### config.mk
export PLATFORM = sky130hd
export DESIGN_NAME = fpp_host
export DESIGN_NICKNAME = d
export VERILOG_FILES = /design/src/fpp_pkg.sv /design/src/fpp_host.sv /design/src/fpp_clkdiv.sv /design/src/fpp_cycle.sv
export SDC_FILE = /design/constraint.sdc
export NUM_CORES = 1
export LEC_CHECK = 0
export BUFFER_PORTS_ARGS = -buffer_cell sky130_fd_sc_hd__buf_2
export CORE_UTILIZATION = 60
export CTS_BUF_LIST = sky130_fd_sc_hd__clkbuf_8
export CTS_CLUSTER_DIAMETER = 30
export DETAILED_ROUTE_END_ITERATION = 7
export GPL_TIMING_DRIVEN = 0
export PLACE_DENSITY = 0.87
export SLEW_MARGIN = 20
export SYNTH_ARGS = -nofsm -noshare
export SYNTH_HDL_FRONTEND = slang
export SYNTH_HIERARCHICAL = 1
export SYNTH_SLANG_ARGS = --single-unit
### constraint.sdc
create_clock -name sys_clk -period 5.1 [get_ports sys_clk]
set_clock_uncertainty 0.1 [all_clocks]
set_input_delay 0.51 -clock sys_clk [delete_from_list [all_inputs] [get_ports sys_clk]]
set_output_delay 0.51 -clock sys_clk [all_outputs]
set_load 0.01 [all_outputs]
### src/fpp_pkg.sv
// Purpose: shared constants, types and helpers of the flash parallel programmer port
// Assumes: 50 MHz system clock, 8-bit flash data, 20-bit flash address
// Notes:   strobe timing figures are plain defaults, tune them for the socket in use
package fpp_pkg;

	// Clocking
	localparam int unsigned SYS_CLK_HZ    = 50_000_000;
	localparam int unsigned SYS_CLK_NS    = 20;
	localparam int unsigned FLASH_CLK_HZ  = 6_000_000;
	localparam int unsigned CLK_HALF_DIV  = SYS_CLK_HZ / (2 * FLASH_CLK_HZ);

	// Strobe timing, least times
	localparam int unsigned T_SETUP_NS    = 100;
	localparam int unsigned T_PULSE_NS    = 200;
	localparam int unsigned T_HOLD_NS     = 100;

	// Least time to whole cycles, never below one
	function automatic int unsigned fpp_ns2cyc(input int unsigned ns);
		int unsigned c;
		c = (ns + SYS_CLK_NS - 1) / SYS_CLK_NS;
		return (c == 0) ? 1 : c;
	endfunction

	localparam int unsigned SETUP_CYC     = fpp_ns2cyc(T_SETUP_NS);
	localparam int unsigned PULSE_CYC     = fpp_ns2cyc(T_PULSE_NS);
	localparam int unsigned HOLD_CYC      = fpp_ns2cyc(T_HOLD_NS);

	// Flash port geometry
	localparam int unsigned ADDR_W        = 20;
	localparam int unsigned DATA_W        = 8;
	localparam int unsigned PROG_BYTES    = 128;
	localparam int unsigned PAGE_LSB      = 7;

	// Mode pin levels for programmer mode
	localparam logic        MODE_SEL_2    = 1'h0;
	localparam logic        MODE_SEL_1    = 1'h1;
	localparam logic        MODE_SEL_0    = 1'h1;

	// Command bytes
	localparam logic [7:0]  CMD_READ_USER  = 8'h00;
	localparam logic [7:0]  CMD_READ_BOOT  = 8'h05;
	localparam logic [7:0]  CMD_PROG_USER  = 8'h40;
	localparam logic [7:0]  CMD_PROG_BOOT  = 8'h45;
	localparam logic [7:0]  CMD_ERASE_USER = 8'h20;
	localparam logic [7:0]  CMD_ERASE_BOOT = 8'h25;
	localparam logic [7:0]  CMD_STATUS     = 8'h71;
	localparam logic [7:0]  FILL_BYTE      = 8'hFF;

	// Polling and return code bits
	localparam int unsigned POLL_END_BIT   = 7;
	localparam int unsigned POLL_OK_BIT    = 6;
	localparam int unsigned RC_ABNORMAL    = 7;

	// Software register map
	localparam logic [7:0]  REG_CTRL      = 8'h00;
	localparam logic [7:0]  REG_ADDR      = 8'h04;
	localparam logic [7:0]  REG_DATA      = 8'h08;
	localparam logic [7:0]  REG_STAT      = 8'h0C;
	localparam int unsigned CTRL_GO_BIT   = 0;
	localparam int unsigned CTRL_OP_LSB   = 1;
	localparam int unsigned CTRL_BOOT_BIT = 4;
	localparam int unsigned DATA_PAD_BIT  = 8;
	localparam logic [31:0] CTRL_RST      = 32'h0000_0000;
	localparam logic [ADDR_W-1:0] ADDR_RST = 20'h00000;

	typedef enum logic [2:0] {
		OP_MREAD = 3'h0,
		OP_RBYTE = 3'h1,
		OP_PROG  = 3'h2,
		OP_ERASE = 3'h3,
		OP_STAT  = 3'h4
	} fpp_op_t;

	typedef enum logic [5:0] {
		ST_IDLE   = 6'b000001,
		ST_CMD1   = 6'b000010,
		ST_CMD2   = 6'b000100,
		ST_PDATA  = 6'b001000,
		ST_POLL   = 6'b010000,
		ST_RDBYTE = 6'b100000
	} fpp_state_t;

	typedef enum logic [3:0] {
		PH_IDLE  = 4'b0001,
		PH_SETUP = 4'b0010,
		PH_PULSE = 4'b0100,
		PH_HOLD  = 4'b1000
	} fpp_phase_t;

	typedef struct packed {
		logic              wr;
		logic [ADDR_W-1:0] addr;
		logic [DATA_W-1:0] data;
	} fpp_req_t;

	typedef struct packed {
		logic              ce_n;
		logic              oe_n;
		logic              we_n;
		logic [ADDR_W-1:0] addr;
		logic [DATA_W-1:0] dout;
		logic              doe;
	} fpp_pins_t;

	localparam fpp_pins_t PINS_IDLE = '{1'b1, 1'b1, 1'b1, ADDR_RST, 8'h00, 1'b0};

endpackage

### src/fpp_host.sv
// Purpose: controller that drives a flash in programmer mode over its parallel pins
// Assumes: software register port, read data one cycle after the read strobe
// Notes:   data bytes stream in through the data register, one at a time
//
// Functional notes
// - Hold mode pins at 0,1,1 and supply the flash input clock.
// - Strobe decode: read, output disable, command write, chip disable.
// - Write-permit pin high while issuing program or erase commands.
// - Memory-read: one write of 00 or 05, then any byte reads.
// - Program: write 40 or 45, then 128 data writes, 129 total.
// - Erase: two writes of the same code, 20 or 25.
// - Status read: two writes of 71, then reads return error code.
// - Program always sends 128 bytes, unused ones padded with FF.
// - Program address has low seven bits zero, else programming error.
// - Address taken only in second program cycle, none presented later; code presents the block address on every data write.
// - No command writes while programming or erasing runs.
// - Each 128-byte block programmed once until its array is erased; code refuses a repeat of the last programmed block only.
// - Completion polled on data bit 7; bit 6 gives pass or fail.
`timescale 1ns/1ns
module fpp_host
	import fpp_pkg::*;
#(
	parameter int unsigned HALF_DIV = CLK_HALF_DIV
) (
	input  wire logic              sys_clk,
	input  wire logic              arst_n,
	input  wire logic              clk_en,
	input  wire logic [7:0]        reg_addr,
	input  wire logic [31:0]       reg_wdata,
	input  wire logic              reg_wr,
	input  wire logic              reg_rd,
	output logic [31:0]            reg_rdata,
	output logic                   fl_clk,
	output logic                   mode_select_2,
	output logic                   mode_select_1,
	output logic                   mode_select_0,
	output logic                   flash_write_permit,
	output logic                   fl_ce_n,
	output logic                   fl_oe_n,
	output logic                   fl_we_n,
	output logic [ADDR_W-1:0]      fl_addr,
	output logic [DATA_W-1:0]      fl_data_o,
	output logic                   fl_data_oe,
	input  wire logic [DATA_W-1:0] fl_data_i
);

	// Command byte for an operation and array
	function automatic logic [7:0] cmd_code(input fpp_op_t op, input logic boot);
		case (op)
			OP_MREAD: cmd_code = boot ? CMD_READ_BOOT : CMD_READ_USER;
			OP_PROG:  cmd_code = boot ? CMD_PROG_BOOT : CMD_PROG_USER;
			OP_ERASE: cmd_code = boot ? CMD_ERASE_BOOT : CMD_ERASE_USER;
			default:  cmd_code = CMD_STATUS;
		endcase
	endfunction

	fpp_state_t        state_r;
	fpp_op_t           op_r;
	logic              boot_r;
	logic [ADDR_W-1:0] addr_r;
	logic [DATA_W-1:0] din_s1_r;
	logic [DATA_W-1:0] din_s2_r;
	logic [DATA_W-1:0] dbuf_r;
	logic              dvld_r;
	logic              pad_r;
	logic [7:0]        cnt_r;
	logic              issued_r;
	logic              mread_r;
	logic              done_r;
	logic              normal_r;
	logic              abnormal_r;
	logic              refused_r;
	logic [DATA_W-1:0] rd_byte_r;
	logic [DATA_W-1:0] rcode_r;
	logic              fwp_r;
	logic [ADDR_W-1:0] blk_addr_r;
	logic              blk_boot_r;
	logic              blk_vld_r;

	logic              go;
	logic              wr_data;
	logic              take_data;
	logic              cyc_start;
	logic              cyc_busy;
	logic              cyc_done;
	logic [DATA_W-1:0] cyc_rdata;
	fpp_req_t          req;
	fpp_pins_t         pins;
	logic [ADDR_W-1:0] prog_addr;
	logic              reprog;
	fpp_op_t           op_in;

	// Fixed programmer-mode straps
	assign mode_select_2 = MODE_SEL_2;
	assign mode_select_1 = MODE_SEL_1;
	assign mode_select_0 = MODE_SEL_0;

	// Flash input clock
	fpp_clkdiv #(
		.HALF_DIV (HALF_DIV)
	) u_clkdiv (
		.sys_clk (sys_clk),
		.arst_n  (arst_n),
		.clk_en  (clk_en),
		.clk_out (fl_clk)
	);

	// Pin data come from another domain; two flops before use
	always_ff @(posedge sys_clk or negedge arst_n) begin
		if (!arst_n) begin
			din_s1_r <= 8'h00;
			din_s2_r <= 8'h00;
		end else if (clk_en) begin
			din_s1_r <= fl_data_i;
			din_s2_r <= din_s1_r;
		end
	end

	// Software strobes
	assign op_in   = fpp_op_t'(reg_wdata[CTRL_OP_LSB +: 3]);
	assign go      = reg_wr && (reg_addr == REG_CTRL) && reg_wdata[CTRL_GO_BIT];
	assign wr_data = reg_wr && (reg_addr == REG_DATA);

	// Block address is forced to a page boundary
	assign prog_addr = {addr_r[ADDR_W-1:PAGE_LSB], 7'h00};
	assign reprog    = blk_vld_r && (blk_addr_r == prog_addr) &&
		(blk_boot_r == reg_wdata[CTRL_BOOT_BIT]);

	// Address register
	always_ff @(posedge sys_clk or negedge arst_n) begin
		if (!arst_n) begin
			addr_r <= ADDR_RST;
		end else if (clk_en && reg_wr && (reg_addr == REG_ADDR)) begin
			addr_r <= reg_wdata[ADDR_W-1:0];
		end
	end

	// Issue one bus cycle per step; issued_r stops a second start
	assign cyc_start = clk_en && !cyc_busy && !issued_r && !cyc_done &&
		((state_r == ST_CMD1) || (state_r == ST_CMD2) || (state_r == ST_POLL) ||
		(state_r == ST_RDBYTE) || ((state_r == ST_PDATA) && (dvld_r || pad_r)));
	assign take_data = cyc_start && (state_r == ST_PDATA) && dvld_r;

	// Bus cycle request for the current step
	always_comb begin
		req = '{1'b0, addr_r, 8'h00};
		case (state_r)
			ST_CMD1, ST_CMD2: begin
				req.wr   = 1'b1;
				req.data = cmd_code(op_r, boot_r);
			end
			ST_PDATA: begin
				req.wr   = 1'b1;
				req.addr = prog_addr; // Same address held after second cycle
				// The byte that asked for padding still goes out first
				req.data = dvld_r ? dbuf_r : FILL_BYTE;
			end
			default: begin
				req.wr = 1'b0;
			end
		endcase
	end

	fpp_cycle u_cycle (
		.sys_clk  (sys_clk),
		.arst_n   (arst_n),
		.clk_en   (clk_en),
		.start    (cyc_start),
		.req      (req),
		.din_sync (din_s2_r),
		.busy     (cyc_busy),
		.done     (cyc_done),
		.rdata    (cyc_rdata),
		.pins     (pins)
	);

	assign fl_ce_n    = pins.ce_n;
	assign fl_oe_n    = pins.oe_n;
	assign fl_we_n    = pins.we_n;
	assign fl_addr    = pins.addr;
	assign fl_data_o  = pins.dout;
	assign fl_data_oe = pins.doe;

	// Streamed program byte; a write while one is still pending is dropped
	always_ff @(posedge sys_clk or negedge arst_n) begin
		if (!arst_n) begin
			dbuf_r <= 8'h00;
			dvld_r <= 1'b0;
			pad_r  <= 1'b0;
		end else if (clk_en) begin
			if (wr_data && (state_r == ST_PDATA) && !dvld_r) begin
				dbuf_r <= reg_wdata[DATA_W-1:0];
				dvld_r <= 1'b1;
				pad_r  <= pad_r | reg_wdata[DATA_PAD_BIT]; // Fill the rest
			end else if (take_data) begin
				dvld_r <= 1'b0;
			end
			if (state_r == ST_IDLE) begin
				pad_r  <= 1'b0;
				dvld_r <= 1'b0;
			end
		end
	end

	// Main sequencer; no command issued while a program or erase polls
	always_ff @(posedge sys_clk or negedge arst_n) begin
		if (!arst_n) begin
			state_r  <= ST_IDLE;
			op_r     <= OP_MREAD;
			boot_r   <= 1'b0;
			cnt_r    <= 8'h00;
			issued_r <= 1'b0;
		end else if (clk_en) begin
			if (cyc_start) begin
				issued_r <= 1'b1;
			end else if (cyc_done) begin
				issued_r <= 1'b0;
			end
			case (state_r)
				ST_IDLE: begin
					if (go) begin
						op_r   <= op_in;
						boot_r <= reg_wdata[CTRL_BOOT_BIT];
						cnt_r  <= 8'h00;
						case (op_in)
							OP_RBYTE: state_r <= mread_r ? ST_RDBYTE : ST_IDLE;
							OP_PROG:  state_r <= reprog ? ST_IDLE : ST_CMD1;
							OP_MREAD, OP_ERASE, OP_STAT: state_r <= ST_CMD1;
							default:  state_r <= ST_IDLE;
						endcase
					end
				end
				ST_CMD1: begin
					if (cyc_done) begin
						case (op_r)
							OP_MREAD: state_r <= ST_IDLE;
							OP_PROG:  state_r <= ST_PDATA;
							default:  state_r <= ST_CMD2; // Code repeated
						endcase
					end
				end
				ST_CMD2: begin
					if (cyc_done) begin
						state_r <= (op_r == OP_STAT) ? ST_RDBYTE : ST_POLL;
					end
				end
				ST_PDATA: begin
					if (cyc_done) begin
						cnt_r <= cnt_r + 8'h01;
						if (cnt_r == 8'(PROG_BYTES - 1)) begin // 128 data writes
							state_r <= ST_POLL;
						end
					end
				end
				ST_POLL: begin
					// Bit 7 set means ended, either way
					if (cyc_done && cyc_rdata[POLL_END_BIT]) begin
						state_r <= ST_IDLE;
					end
				end
				ST_RDBYTE: begin
					if (cyc_done) begin
						state_r <= ST_IDLE;
					end
				end
				default: begin
					state_r <= ST_IDLE;
				end
			endcase
		end
	end

	// Device mode tracking: read mode from power-up, lost after other commands
	always_ff @(posedge sys_clk or negedge arst_n) begin
		if (!arst_n) begin
			mread_r <= 1'b1;
		end else if (clk_en && (state_r == ST_CMD1) && cyc_done) begin
			mread_r <= (op_r == OP_MREAD);
		end
	end

	// Write permit high for the whole program or erase operation
	always_ff @(posedge sys_clk or negedge arst_n) begin
		if (!arst_n) begin
			fwp_r <= 1'b0;
		end else if (clk_en) begin
			fwp_r <= (state_r != ST_IDLE) && ((op_r == OP_PROG) || (op_r == OP_ERASE));
		end
	end
	assign flash_write_permit = fwp_r;

	// Remember the last programmed block; erase of its array releases it
	always_ff @(posedge sys_clk or negedge arst_n) begin
		if (!arst_n) begin
			blk_addr_r <= ADDR_RST;
			blk_boot_r <= 1'b0;
			blk_vld_r  <= 1'b0;
		end else if (clk_en && (state_r == ST_CMD1) && cyc_done) begin
			if (op_r == OP_PROG) begin
				blk_addr_r <= prog_addr;
				blk_boot_r <= boot_r;
				blk_vld_r  <= 1'b1;
			end else if ((op_r == OP_ERASE) && (boot_r == blk_boot_r)) begin
				blk_vld_r <= 1'b0;
			end
		end
	end

	// Results; done is sticky and a finish in the go cycle still sets it
	always_ff @(posedge sys_clk or negedge arst_n) begin
		if (!arst_n) begin
			done_r     <= 1'b0;
			normal_r   <= 1'b0;
			abnormal_r <= 1'b0;
			refused_r  <= 1'b0;
			rd_byte_r  <= 8'h00;
			rcode_r    <= 8'h00;
		end else if (clk_en) begin
			if (go) begin
				done_r    <= 1'b0;
				refused_r <= (state_r != ST_IDLE) ||
					((op_in == OP_RBYTE) && !mread_r) || ((op_in == OP_PROG) && reprog);
				if (state_r == ST_IDLE) begin
					normal_r   <= 1'b0;
					abnormal_r <= 1'b0;
				end
			end
			if (cyc_done && (state_r == ST_POLL) && cyc_rdata[POLL_END_BIT]) begin
				normal_r   <= cyc_rdata[POLL_OK_BIT];
				abnormal_r <= ~cyc_rdata[POLL_OK_BIT];
				done_r     <= 1'b1;
			end
			if (cyc_done && (state_r == ST_RDBYTE)) begin
				if (op_r == OP_STAT) begin
					rcode_r    <= cyc_rdata;
					abnormal_r <= cyc_rdata[RC_ABNORMAL];
				end else begin
					rd_byte_r <= cyc_rdata;
				end
				done_r <= 1'b1;
			end
			if (cyc_done && (state_r == ST_CMD1) && (op_r == OP_MREAD)) begin
				done_r <= 1'b1;
			end
			if (go && (state_r == ST_IDLE) && (((op_in == OP_RBYTE) && !mread_r) ||
				((op_in == OP_PROG) && reprog))) begin
				done_r <= 1'b1;
			end
		end
	end

	// Register read port, data one cycle after the strobe
	always_ff @(posedge sys_clk or negedge arst_n) begin
		if (!arst_n) begin
			reg_rdata <= 32'h0000_0000;
		end else if (clk_en) begin
			reg_rdata <= 32'h0000_0000;
			if (reg_rd) begin
				case (reg_addr)
					REG_CTRL: reg_rdata <= CTRL_RST | {27'h0, boot_r, op_r, 1'b0};
					REG_ADDR: reg_rdata <= {12'h000, addr_r};
					REG_DATA: reg_rdata <= {24'h000000, rd_byte_r};
					REG_STAT: reg_rdata <= {8'h00, rcode_r, rd_byte_r, 1'b0, mread_r,
						refused_r, abnormal_r, normal_r, done_r,
						(state_r == ST_PDATA) && !dvld_r && !pad_r, state_r != ST_IDLE};
					default:  reg_rdata <= 32'h0000_0000;
				endcase
			end
		end
	end

endmodule // fpp_host

### src/fpp_clkdiv.sv
// Purpose: derive the flash input clock from the system clock
// Assumes: HALF_DIV system cycles per half period
// Notes:   50 MHz cannot give 6 MHz exactly; default yields 6.25 MHz
`timescale 1ns/1ns
module fpp_clkdiv
	import fpp_pkg::*;
#(
	parameter int unsigned HALF_DIV = CLK_HALF_DIV
) (
	input  wire logic sys_clk,
	input  wire logic arst_n,
	input  wire logic clk_en,
	output logic      clk_out
);

	logic [7:0] cnt_r;

	// Toggle output every HALF_DIV cycles
	always_ff @(posedge sys_clk or negedge arst_n) begin
		if (!arst_n) begin
			cnt_r   <= 8'h00;
			clk_out <= 1'b0;
		end else if (clk_en) begin
			if (cnt_r == 8'(HALF_DIV - 1)) begin
				cnt_r   <= 8'h00;
				clk_out <= ~clk_out;
			end else begin
				cnt_r <= cnt_r + 8'h01;
			end
		end
	end

endmodule // fpp_clkdiv

### src/fpp_cycle.sv
// Purpose: one flash bus cycle, write or read, with setup, strobe and hold
// Assumes: din_sync already passed two flip-flops
// Notes:   read data are sampled in the last strobe cycle
`timescale 1ns/1ns
module fpp_cycle
	import fpp_pkg::*;
(
	input  wire logic              sys_clk,
	input  wire logic              arst_n,
	input  wire logic              clk_en,
	input  wire logic              start,
	input  wire fpp_req_t          req,
	input  wire logic [DATA_W-1:0] din_sync,
	output logic                   busy,
	output logic                   done,
	output logic [DATA_W-1:0]      rdata,
	output fpp_pins_t              pins
);

	fpp_phase_t ph_r;
	logic [7:0] cnt_r;
	logic       wr_r;

	assign busy = (ph_r != PH_IDLE);

	// Phase sequencer; chip enable stays low across the whole cycle
	always_ff @(posedge sys_clk or negedge arst_n) begin
		if (!arst_n) begin
			ph_r  <= PH_IDLE;
			cnt_r <= 8'h00;
			wr_r  <= 1'b0;
			done  <= 1'b0;
			rdata <= 8'h00;
			pins  <= PINS_IDLE;
		end else if (clk_en) begin
			done <= 1'b0;
			case (ph_r)
				PH_IDLE: begin
					if (start) begin
						ph_r      <= PH_SETUP;
						cnt_r     <= 8'(SETUP_CYC - 1);
						wr_r      <= req.wr;
						pins.ce_n <= 1'b0;
						pins.addr <= req.addr;
						pins.dout <= req.data;
						pins.doe  <= req.wr; // Drive bus only on writes
					end
				end
				PH_SETUP: begin
					if (cnt_r == 8'h00) begin
						ph_r      <= PH_PULSE;
						cnt_r     <= 8'(PULSE_CYC - 1);
						pins.we_n <= ~wr_r; // Command write strobe
						pins.oe_n <= wr_r;  // Read strobe
					end else begin
						cnt_r <= cnt_r - 8'h01;
					end
				end
				PH_PULSE: begin
					if (cnt_r == 8'h00) begin
						// Rising write enable with chip enable still low
						ph_r      <= PH_HOLD;
						cnt_r     <= 8'(HOLD_CYC - 1);
						pins.we_n <= 1'b1;
						pins.oe_n <= 1'b1;
						if (!wr_r) begin
							rdata <= din_sync;
						end
					end else begin
						cnt_r <= cnt_r - 8'h01;
					end
				end
				PH_HOLD: begin
					if (cnt_r == 8'h00) begin
						ph_r      <= PH_IDLE;
						pins.ce_n <= 1'b1;
						pins.doe  <= 1'b0;
						done      <= 1'b1;
					end else begin
						cnt_r <= cnt_r - 8'h01;
					end
				end
				default: begin
					ph_r <= PH_IDLE;
					pins <= PINS_IDLE;
				end
			endcase
		end
	end

endmodule // fpp_cycle

After elaboration in Yosys (flattened, before gate mapping)

Cells that the tools add are included.

Register bits: 197
Bits in latches: 0
RAM bits: 0
ROM bits: 0
Input bits: 53
Output and inout bits: 69
Logic and storage cells: 245
Memories kept: 0

$add $sub $neg: 3
$mul: 0
Div/mod/pow operators: 0
Order comparisons: 0
Eq/ne operators: 39
Shift operators: 0
Multiplexer cells: 71
Bitwise operators: 8
Reductions and logical operators: 88

Operators with widths:

| operator                                                                 | number |
|---|---|
| 24-bit one-hot mux with 4 select lines                                   | 1 |
| 8-bit two-way mux                                                        | 8 |
| 28-bit one-hot mux with 2 select lines                                   | 1 |
| 6-bit two-way mux                                                        | 9 |
| 6-bit one-hot mux with 6 select lines                                    | 1 |
| 1-bit logical AND                                                        | 32 |
| 8-bit one-hot mux with 2 select lines                                    | 2 |
| 8-bit one-hot mux with 4 select lines                                    | 1 |
| 29-bit two-way mux                                                       | 1 |
| 1-bit two-way mux                                                        | 28 |
| 24-bit two-way mux                                                       | 1 |
| 7-bit one-hot mux with 3 select lines                                    | 1 |
| 4-bit AND reduction                                                      | 5 |
| 6-bit one-hot mux with 3 select lines                                    | 1 |
| 2-bit AND reduction                                                      | 9 |
| 3-bit AND reduction                                                      | 6 |
| 8-bit by 1-bit adder with 8-bit output (second input constant)           | 2 |
| 8-bit by 4-bit equality test with 1-bit output (second input constant)   | 2 |
| 8-bit zero test                                                          | 2 |
| 4-bit two-way mux                                                        | 4 |
| 4-bit one-hot mux with 4 select lines                                    | 1 |
| 2-bit by 1-bit inequality test with 1-bit output (second input constant) | 7 |
| 13-bit equality test                                                     | 1 |
| 3-bit by 2-bit equality test with 1-bit output (second input constant)   | 4 |
| other kinds (39)                                                         | 79 |

Depth between registers and ports, before layout

Word-level depth: 11
Depth in mapped cells: 12
Gate-level depth less buffers: 9

Hierarchy

The synthesis kept the hierarchy.

By module, submodules not included:

| module     | times used | cells each | area an instance (µm²) | seq. area each (µm²) |
|---|---|---|---|---|
| fpp_host   | 1          | 520        | 6227.2                 | 3155.5 |
| fpp_cycle  | 1          | 255        | 2509.9                 | 1356.3 |
| fpp_clkdiv | 1          | 36         | 409.1                  | 225.2 |

Worst setup path after synthesis

OpenSTA, ideal clock, no wires.

Kind: register to register
Start: reg u_cycle.ph_r[0]
End: reg u_cycle.cnt_r[4]
Arrival time: 2.629 ns
Required time: 4.879 ns
Setup slack: 2.250 ns
Cell stages (with the launch flop): 11
Path buffers: 1
Period minus slack after synthesis: 2.850 ns
Cell sequence: dfstp_2 > buf_4 > inv_2 > nor4_4 > inv_2 > or4_1 > a41oi_1 > o21ai_4 > a221oi_4 > o21ai_0 > a22o_1

Word-level cells in the longest chain between the ends: 8

Ends and longest elaborated chain:

| element                                          | line            | text |
|---|---|---|
| from (decl)                                      | fpp_cycle.sv:20 | `fpp_phase_t ph_r;` |
| from (signal assigned)                           | fpp_cycle.sv:29 | `ph_r <= PH_IDLE;` |
| from (signal assigned)                           | fpp_cycle.sv:40 | `ph_r <= PH_SETUP;` |
| from (signal assigned)                           | fpp_cycle.sv:51 | `ph_r <= PH_PULSE;` |
| 4-bit by 1-bit inequality test with 1-bit output | fpp_cycle.sv:24 | `assign busy = (ph_r != PH_IDLE);` |
| net cyc_busy                                     | fpp_host.sv:84  | `logic cyc_busy;` |
| 1-bit zero test                                  | fpp_host.sv:139 | `assign cyc_start = clk_en && !cyc_busy && !issued_r && !cyc_done &&` |
| 1-bit logical AND (4 in series)                  | fpp_host.sv:139 |  |
| net cyc_start                                    | fpp_host.sv:83  | `logic cyc_start;` |
| 2-bit inequality test (no source line)           | --              |  |
| 4-bit AND reduction (no source line)             | --              |  |
| to (signal assigned)                             | fpp_cycle.sv:41 | `cnt_r <= 8'(SETUP_CYC - 1);` |
| to (signal assigned)                             | fpp_cycle.sv:52 | `cnt_r <= 8'(PULSE_CYC - 1);` |
| to (signal assigned)                             | fpp_cycle.sv:56 | `cnt_r <= cnt_r - 8'h01;` |
| to (decl)                                        | fpp_cycle.sv:21 | `logic [7:0] cnt_r;` |

The timed path passes the listed nets, and every way through them passes these cells.
A chain may end at the register's enable or synchronous reset.

Worst setup path in the final report

Start: reg u_cycle.ph_r[0]
End: reg u_cycle/pins[5] (netlist name)

Word-level cells in the longest chain between the ends: 8

Ends and longest elaborated chain:

| element                                          | line |
|---|---|
| 4-bit by 1-bit inequality test with 1-bit output | fpp_cycle.sv:24 |
| net cyc_busy                                     | fpp_host.sv:84 |
| 1-bit zero test                                  | fpp_host.sv:139 |
| 1-bit logical AND (4 in series)                  | fpp_host.sv:139 |
| net cyc_start                                    | fpp_host.sv:83 |
| 2-bit inequality test (no source line)           | -- |
| 3-bit AND reduction (no source line)             | -- |

The timed path passes the listed nets, and every way through them passes these cells.

==> impl_metrics.ini <==
[power]
power.total_mw = 3.129
comb_power_share = 0.189
power_leakage_nw = 5.138
worst_ir_drop_vdd_uv = 249.6
power-per-cell-area_nw_per_um2 = 302.5
power.share.sequential = 0.514
power.share.switching = 0.2958
share_of_total_power_in_the_clock_network = 0.297
p_sw_mw = 0.9255
power_report.internal_total_mw = 2.204

[yosys]
yosysUniqueCellTypes = 81
fraction_of_the_mapped_netlist_area_in_adder_cells = 0.005472
synth_compound_area_frac = 0.1105
post-synth-top-area-cell = sky130_fd_sc_hd__dfrtp_1
netlist_top_cells_count = sky130_fd_sc_hd__dfrtp_1 (183), sky130_fd_sc_hd__nand2_1 (93), sky130_fd_sc_hd__mux2_2 (81)
yosys.cell_count.top_type = sky130_fd_sc_hd__dfrtp_1
synth.yosys.warnings = 6
synth_top_family_by_area = simple AND/OR/NAND/NOR gates
syn-mean-instance-area_um2 = 11.28
async_flop_share = 1.000
postSynth.topFlopCell = sky130_fd_sc_hd__dfrtp_1
netlist_instances = 811
seq_area_frac_synth = 0.5179
synth_edf_count = 0
mappedNetlistArea_um2 = 9146
synth.top_cells.by_area = sky130_fd_sc_hd__dfrtp_1 (50%), sky130_fd_sc_hd__mux2_2 (10%), sky130_fd_sc_hd__nand2_1 (3.8%)
synthesized_area_fraction_occupied_by_and_or_nand_nor_cells = 0.1621
yosys-mux-area-fraction = 0.1316
netlist.area_leader.share = 0.5007
post_synth_xor_area_fraction = 0.02394
yosys_register_bits = 189

[floorplan]
start_util = 0.6222
die_h_um = 125.5
core-area_um2 = 14700
rows = 44
i_o_pins = 122
die_w_um = 125.5
design.die.area_um2 = 15740

[clock_tree]
cts-buffers-inserted = 17
numClockSinks = 189
cts_max_level = 4
cts_tree = done
clk_root_buffer_cell = sky130_fd_sc_hd__clkbuf_8
cts-resized-gates = 0
insertion_delay_ns = 0.47
path_clk_slew_ns = 0.10
max-clock-path-buffers = 2

[critical_path]
worstPathArrival_ns = 3.62
critical-path-top-delay-family = simple AND/OR/NAND/NOR gates
worst-path-max-fanout = 10
critPathMaxStageDelay_ns = 0.53
cp-start-kind = flop
criticalPathCategory = reg -> reg
cp_num_buf_inv = 5
crit_slowest_cell = sky130_fd_sc_hd__dfstp_2
timing.critical_path.to_type = flop
cell_by_cell_trace_of_the_critical_path = buf_4 -> inv_2 -> nor4_4 -> inv_2 -> or4_1 -> a41oi_1 -> o21ai_4 -> nor2b_1 -> buf_2 -> buf_6 -> nand3_1 -> nand2_1
crit_required_ns = 5.40
critical-path-top-cell-by-count = sky130_fd_sc_hd__inv_2

[detailed_routing]
viasPerCell = 6.017
wl_um = 21230
detail_route.iter0.violations = 551
wl_met1_um = 9090
vias = 6835
route.top_layer_used = met4
met2WireLength_um = 9924
drtAntennaViolNets = 0
routed_wire_length_per_instance_um = 18.69
detail_route.drc_violations = 12
met3RoutedLength_um = 1553
drt_first_pass_iters = 7

[sta]
max-slew-margin-rel = 0.3728
final_min_period_over_clock_period = 0.6505
minimum_setup_slack_in_the_final_design_ns = 1.782
fmax_mhz = 301.4
setup_viol = 0
rsz_0062_raised_after_global_routing = no
final.min_clock_period_ns = 3.318
setup_tns_ns = 0
worstMarginPinSlew_ns = 0.9322
hold_violations = 0
slew_viol_final = 0

[finish]
final_layout_size_suffix_gt1_frac = 0.3067
finalNonFillerCells = 1136
number_of_fill_cells_in_the_layout = 1063
net_count_of_the_finished_layout = 997
antenna_cells = 0
register_area_um2 = 4737
areaGrowthSynthToFinish_pct = 13.11
postLayoutCoreUtil = 0.7038
multi_input_comb_area_um2 = 4008

[place]
dpl.cell_count = 1104
pre_cts_slack_ns = 1.889
gp_congestion = 0.9015
dp.final_hpwl_um = 15280
numPortBuffers = 98

[outcome]
run_status = complete, but fails checks
failed_checks = design-rule violations

[grt]
grt-ovfl-total = 0
grt_first_pass_wirelength_um = 34690
grtUsageTotal = 0.2871
grt_max_degree = 96
antenna_found_initial = 0
grt_pass1_vias = 6712

[hold_path]
timing.hold.worst.class = in -> reg

[job]
maxCapViolations = 0
-- path summary, 6_finish.rpt --
kind	from	to	slack (ns)	depth (start not counted)
min in group asynchronous	arst_n	u_cycle/pins[4]	0.38	2
max in group asynchronous	arst_n	u_cycle/pins[30]	3.49	4
setup reg to reg	u_cycle/ph_r[0]	u_cycle/pins[5]	1.78	12
hold reg to reg	u_cycle/pins[11]	u_cycle/pins[11]	0.37	2
setup / recovery	u_cycle/ph_r[0]	u_cycle/pins[5]	1.78	12
hold / removal	reg_wdata[11]	addr_r[11]	0.16	2
-- cells in the final DEF (no fill, tap or decap), types with 7 or more instances in the layout --
| cell type | instances |
|---|---|
| sky130_fd_sc_hd__clkbuf_8 | 20 |
| sky130_fd_sc_hd__inv_1 | 24 |
| sky130_fd_sc_hd__nand2_1 | 93 |
| sky130_fd_sc_hd__and2_1 | 11 |
| sky130_fd_sc_hd__buf_2 | 109 |
| sky130_fd_sc_hd__conb_1 | 11 |
| sky130_fd_sc_hd__mux2_4 | 9 |
| sky130_fd_sc_hd__dfrtp_1 | 183 |
| sky130_fd_sc_hd__a22oi_1 | 16 |
| sky130_fd_sc_hd__nor2_1 | 33 |
| sky130_fd_sc_hd__o22ai_1 | 9 |
| sky130_fd_sc_hd__buf_4 | 19 |
| sky130_fd_sc_hd__xnor2_1 | 19 |
| sky130_fd_sc_hd__nand4_1 | 9 |
| sky130_fd_sc_hd__buf_6 | 7 |
| sky130_fd_sc_hd__clkbuf_1 | 15 |
| sky130_fd_sc_hd__o31ai_1 | 13 |
| sky130_fd_sc_hd__nand3_1 | 42 |
| sky130_fd_sc_hd__o21ai_0 | 30 |
| sky130_fd_sc_hd__a21oi_1 | 11 |
| sky130_fd_sc_hd__and3_1 | 12 |
| sky130_fd_sc_hd__o2bb2ai_1 | 19 |
| sky130_fd_sc_hd__nor3_1 | 11 |
| sky130_fd_sc_hd__nor2b_1 | 13 |
| sky130_fd_sc_hd__mux2_2 | 81 |
-- registers in the layout, indices dropped and copies added, names as in the netlist, 3 cells and up --
register and cells:
u_cycle/pins 32, reg_rdata 24, addr_r 20, blk_addr_r 13
cnt_r 8, dbuf_r 8, din_s1_r 8, din_s2_r 8
rcode_r 8, rd_byte_r 8, u_clkdiv/cnt_r 8, u_cycle/cnt_r 8
u_cycle/rdata 8, state_r 6, u_cycle/ph_r 4, op_r 3
-- per-layer routing --
metal	vias up	GRT usage
met5	-	0
met4	0	0.1234
met3	51	0.06804
met2	269	0.4542
met1	3380	0.3806
li1	3135	-
-- cell families after synthesis --
logic type	Yosys count
compound gates	140
xor+xnor	25
fa+ha+maj	4
buf+inv	79
flops	189
mux	101
other cells	2
simple gates	271
-- cell type report --
cell class,instances,share of cell area
sequential,189,0.4579
multi-input combinational,552,0.3874
timing repair buffer,101,0.05467
buffer,54,0.03302
clock buffer,20,0.02661
tap,184,0.02225
clock inverter,11,0.009071
inverter,25,0.009071
-- power groups by stage --
| stage | registers (mW) | clock network (mW) | logic (mW) |
|---|---|---|---|
| 3_3_place_gp | 1.63 | 0 | 0.558 |
| 2_1_floorplan | 1.63 | 0 | 0.400 |
| 3_5_place_dp | 1.64 | 0 | 0.583 |
| 4_1_cts | 1.61 | 0.940 | 0.585 |
| 5_1_grt | 1.61 | 1.00 | 0.647 |
| 6_report | 1.61 | 0.931 | 0.591 |
-- what timing repair did --
item,in CTS,in global routing
endpoints found under the hold margin,29,0
setup buffers,0,0
endpoints found under the setup margin,0,0
hold buffers,1,0
-- per-stage QoR --
stage | hold slack, ns | area (µm²)
global placement | 0.3453 | 9901
detailed placement | 0.2727 | 9966
finish | 0.1643 | 10340
floorplan | 0.1144 | 9180
global route | 0.1470 | 10340
CTS | 0.1456 | 10340
No activity file was read; power rests on OpenSTA's default activity.
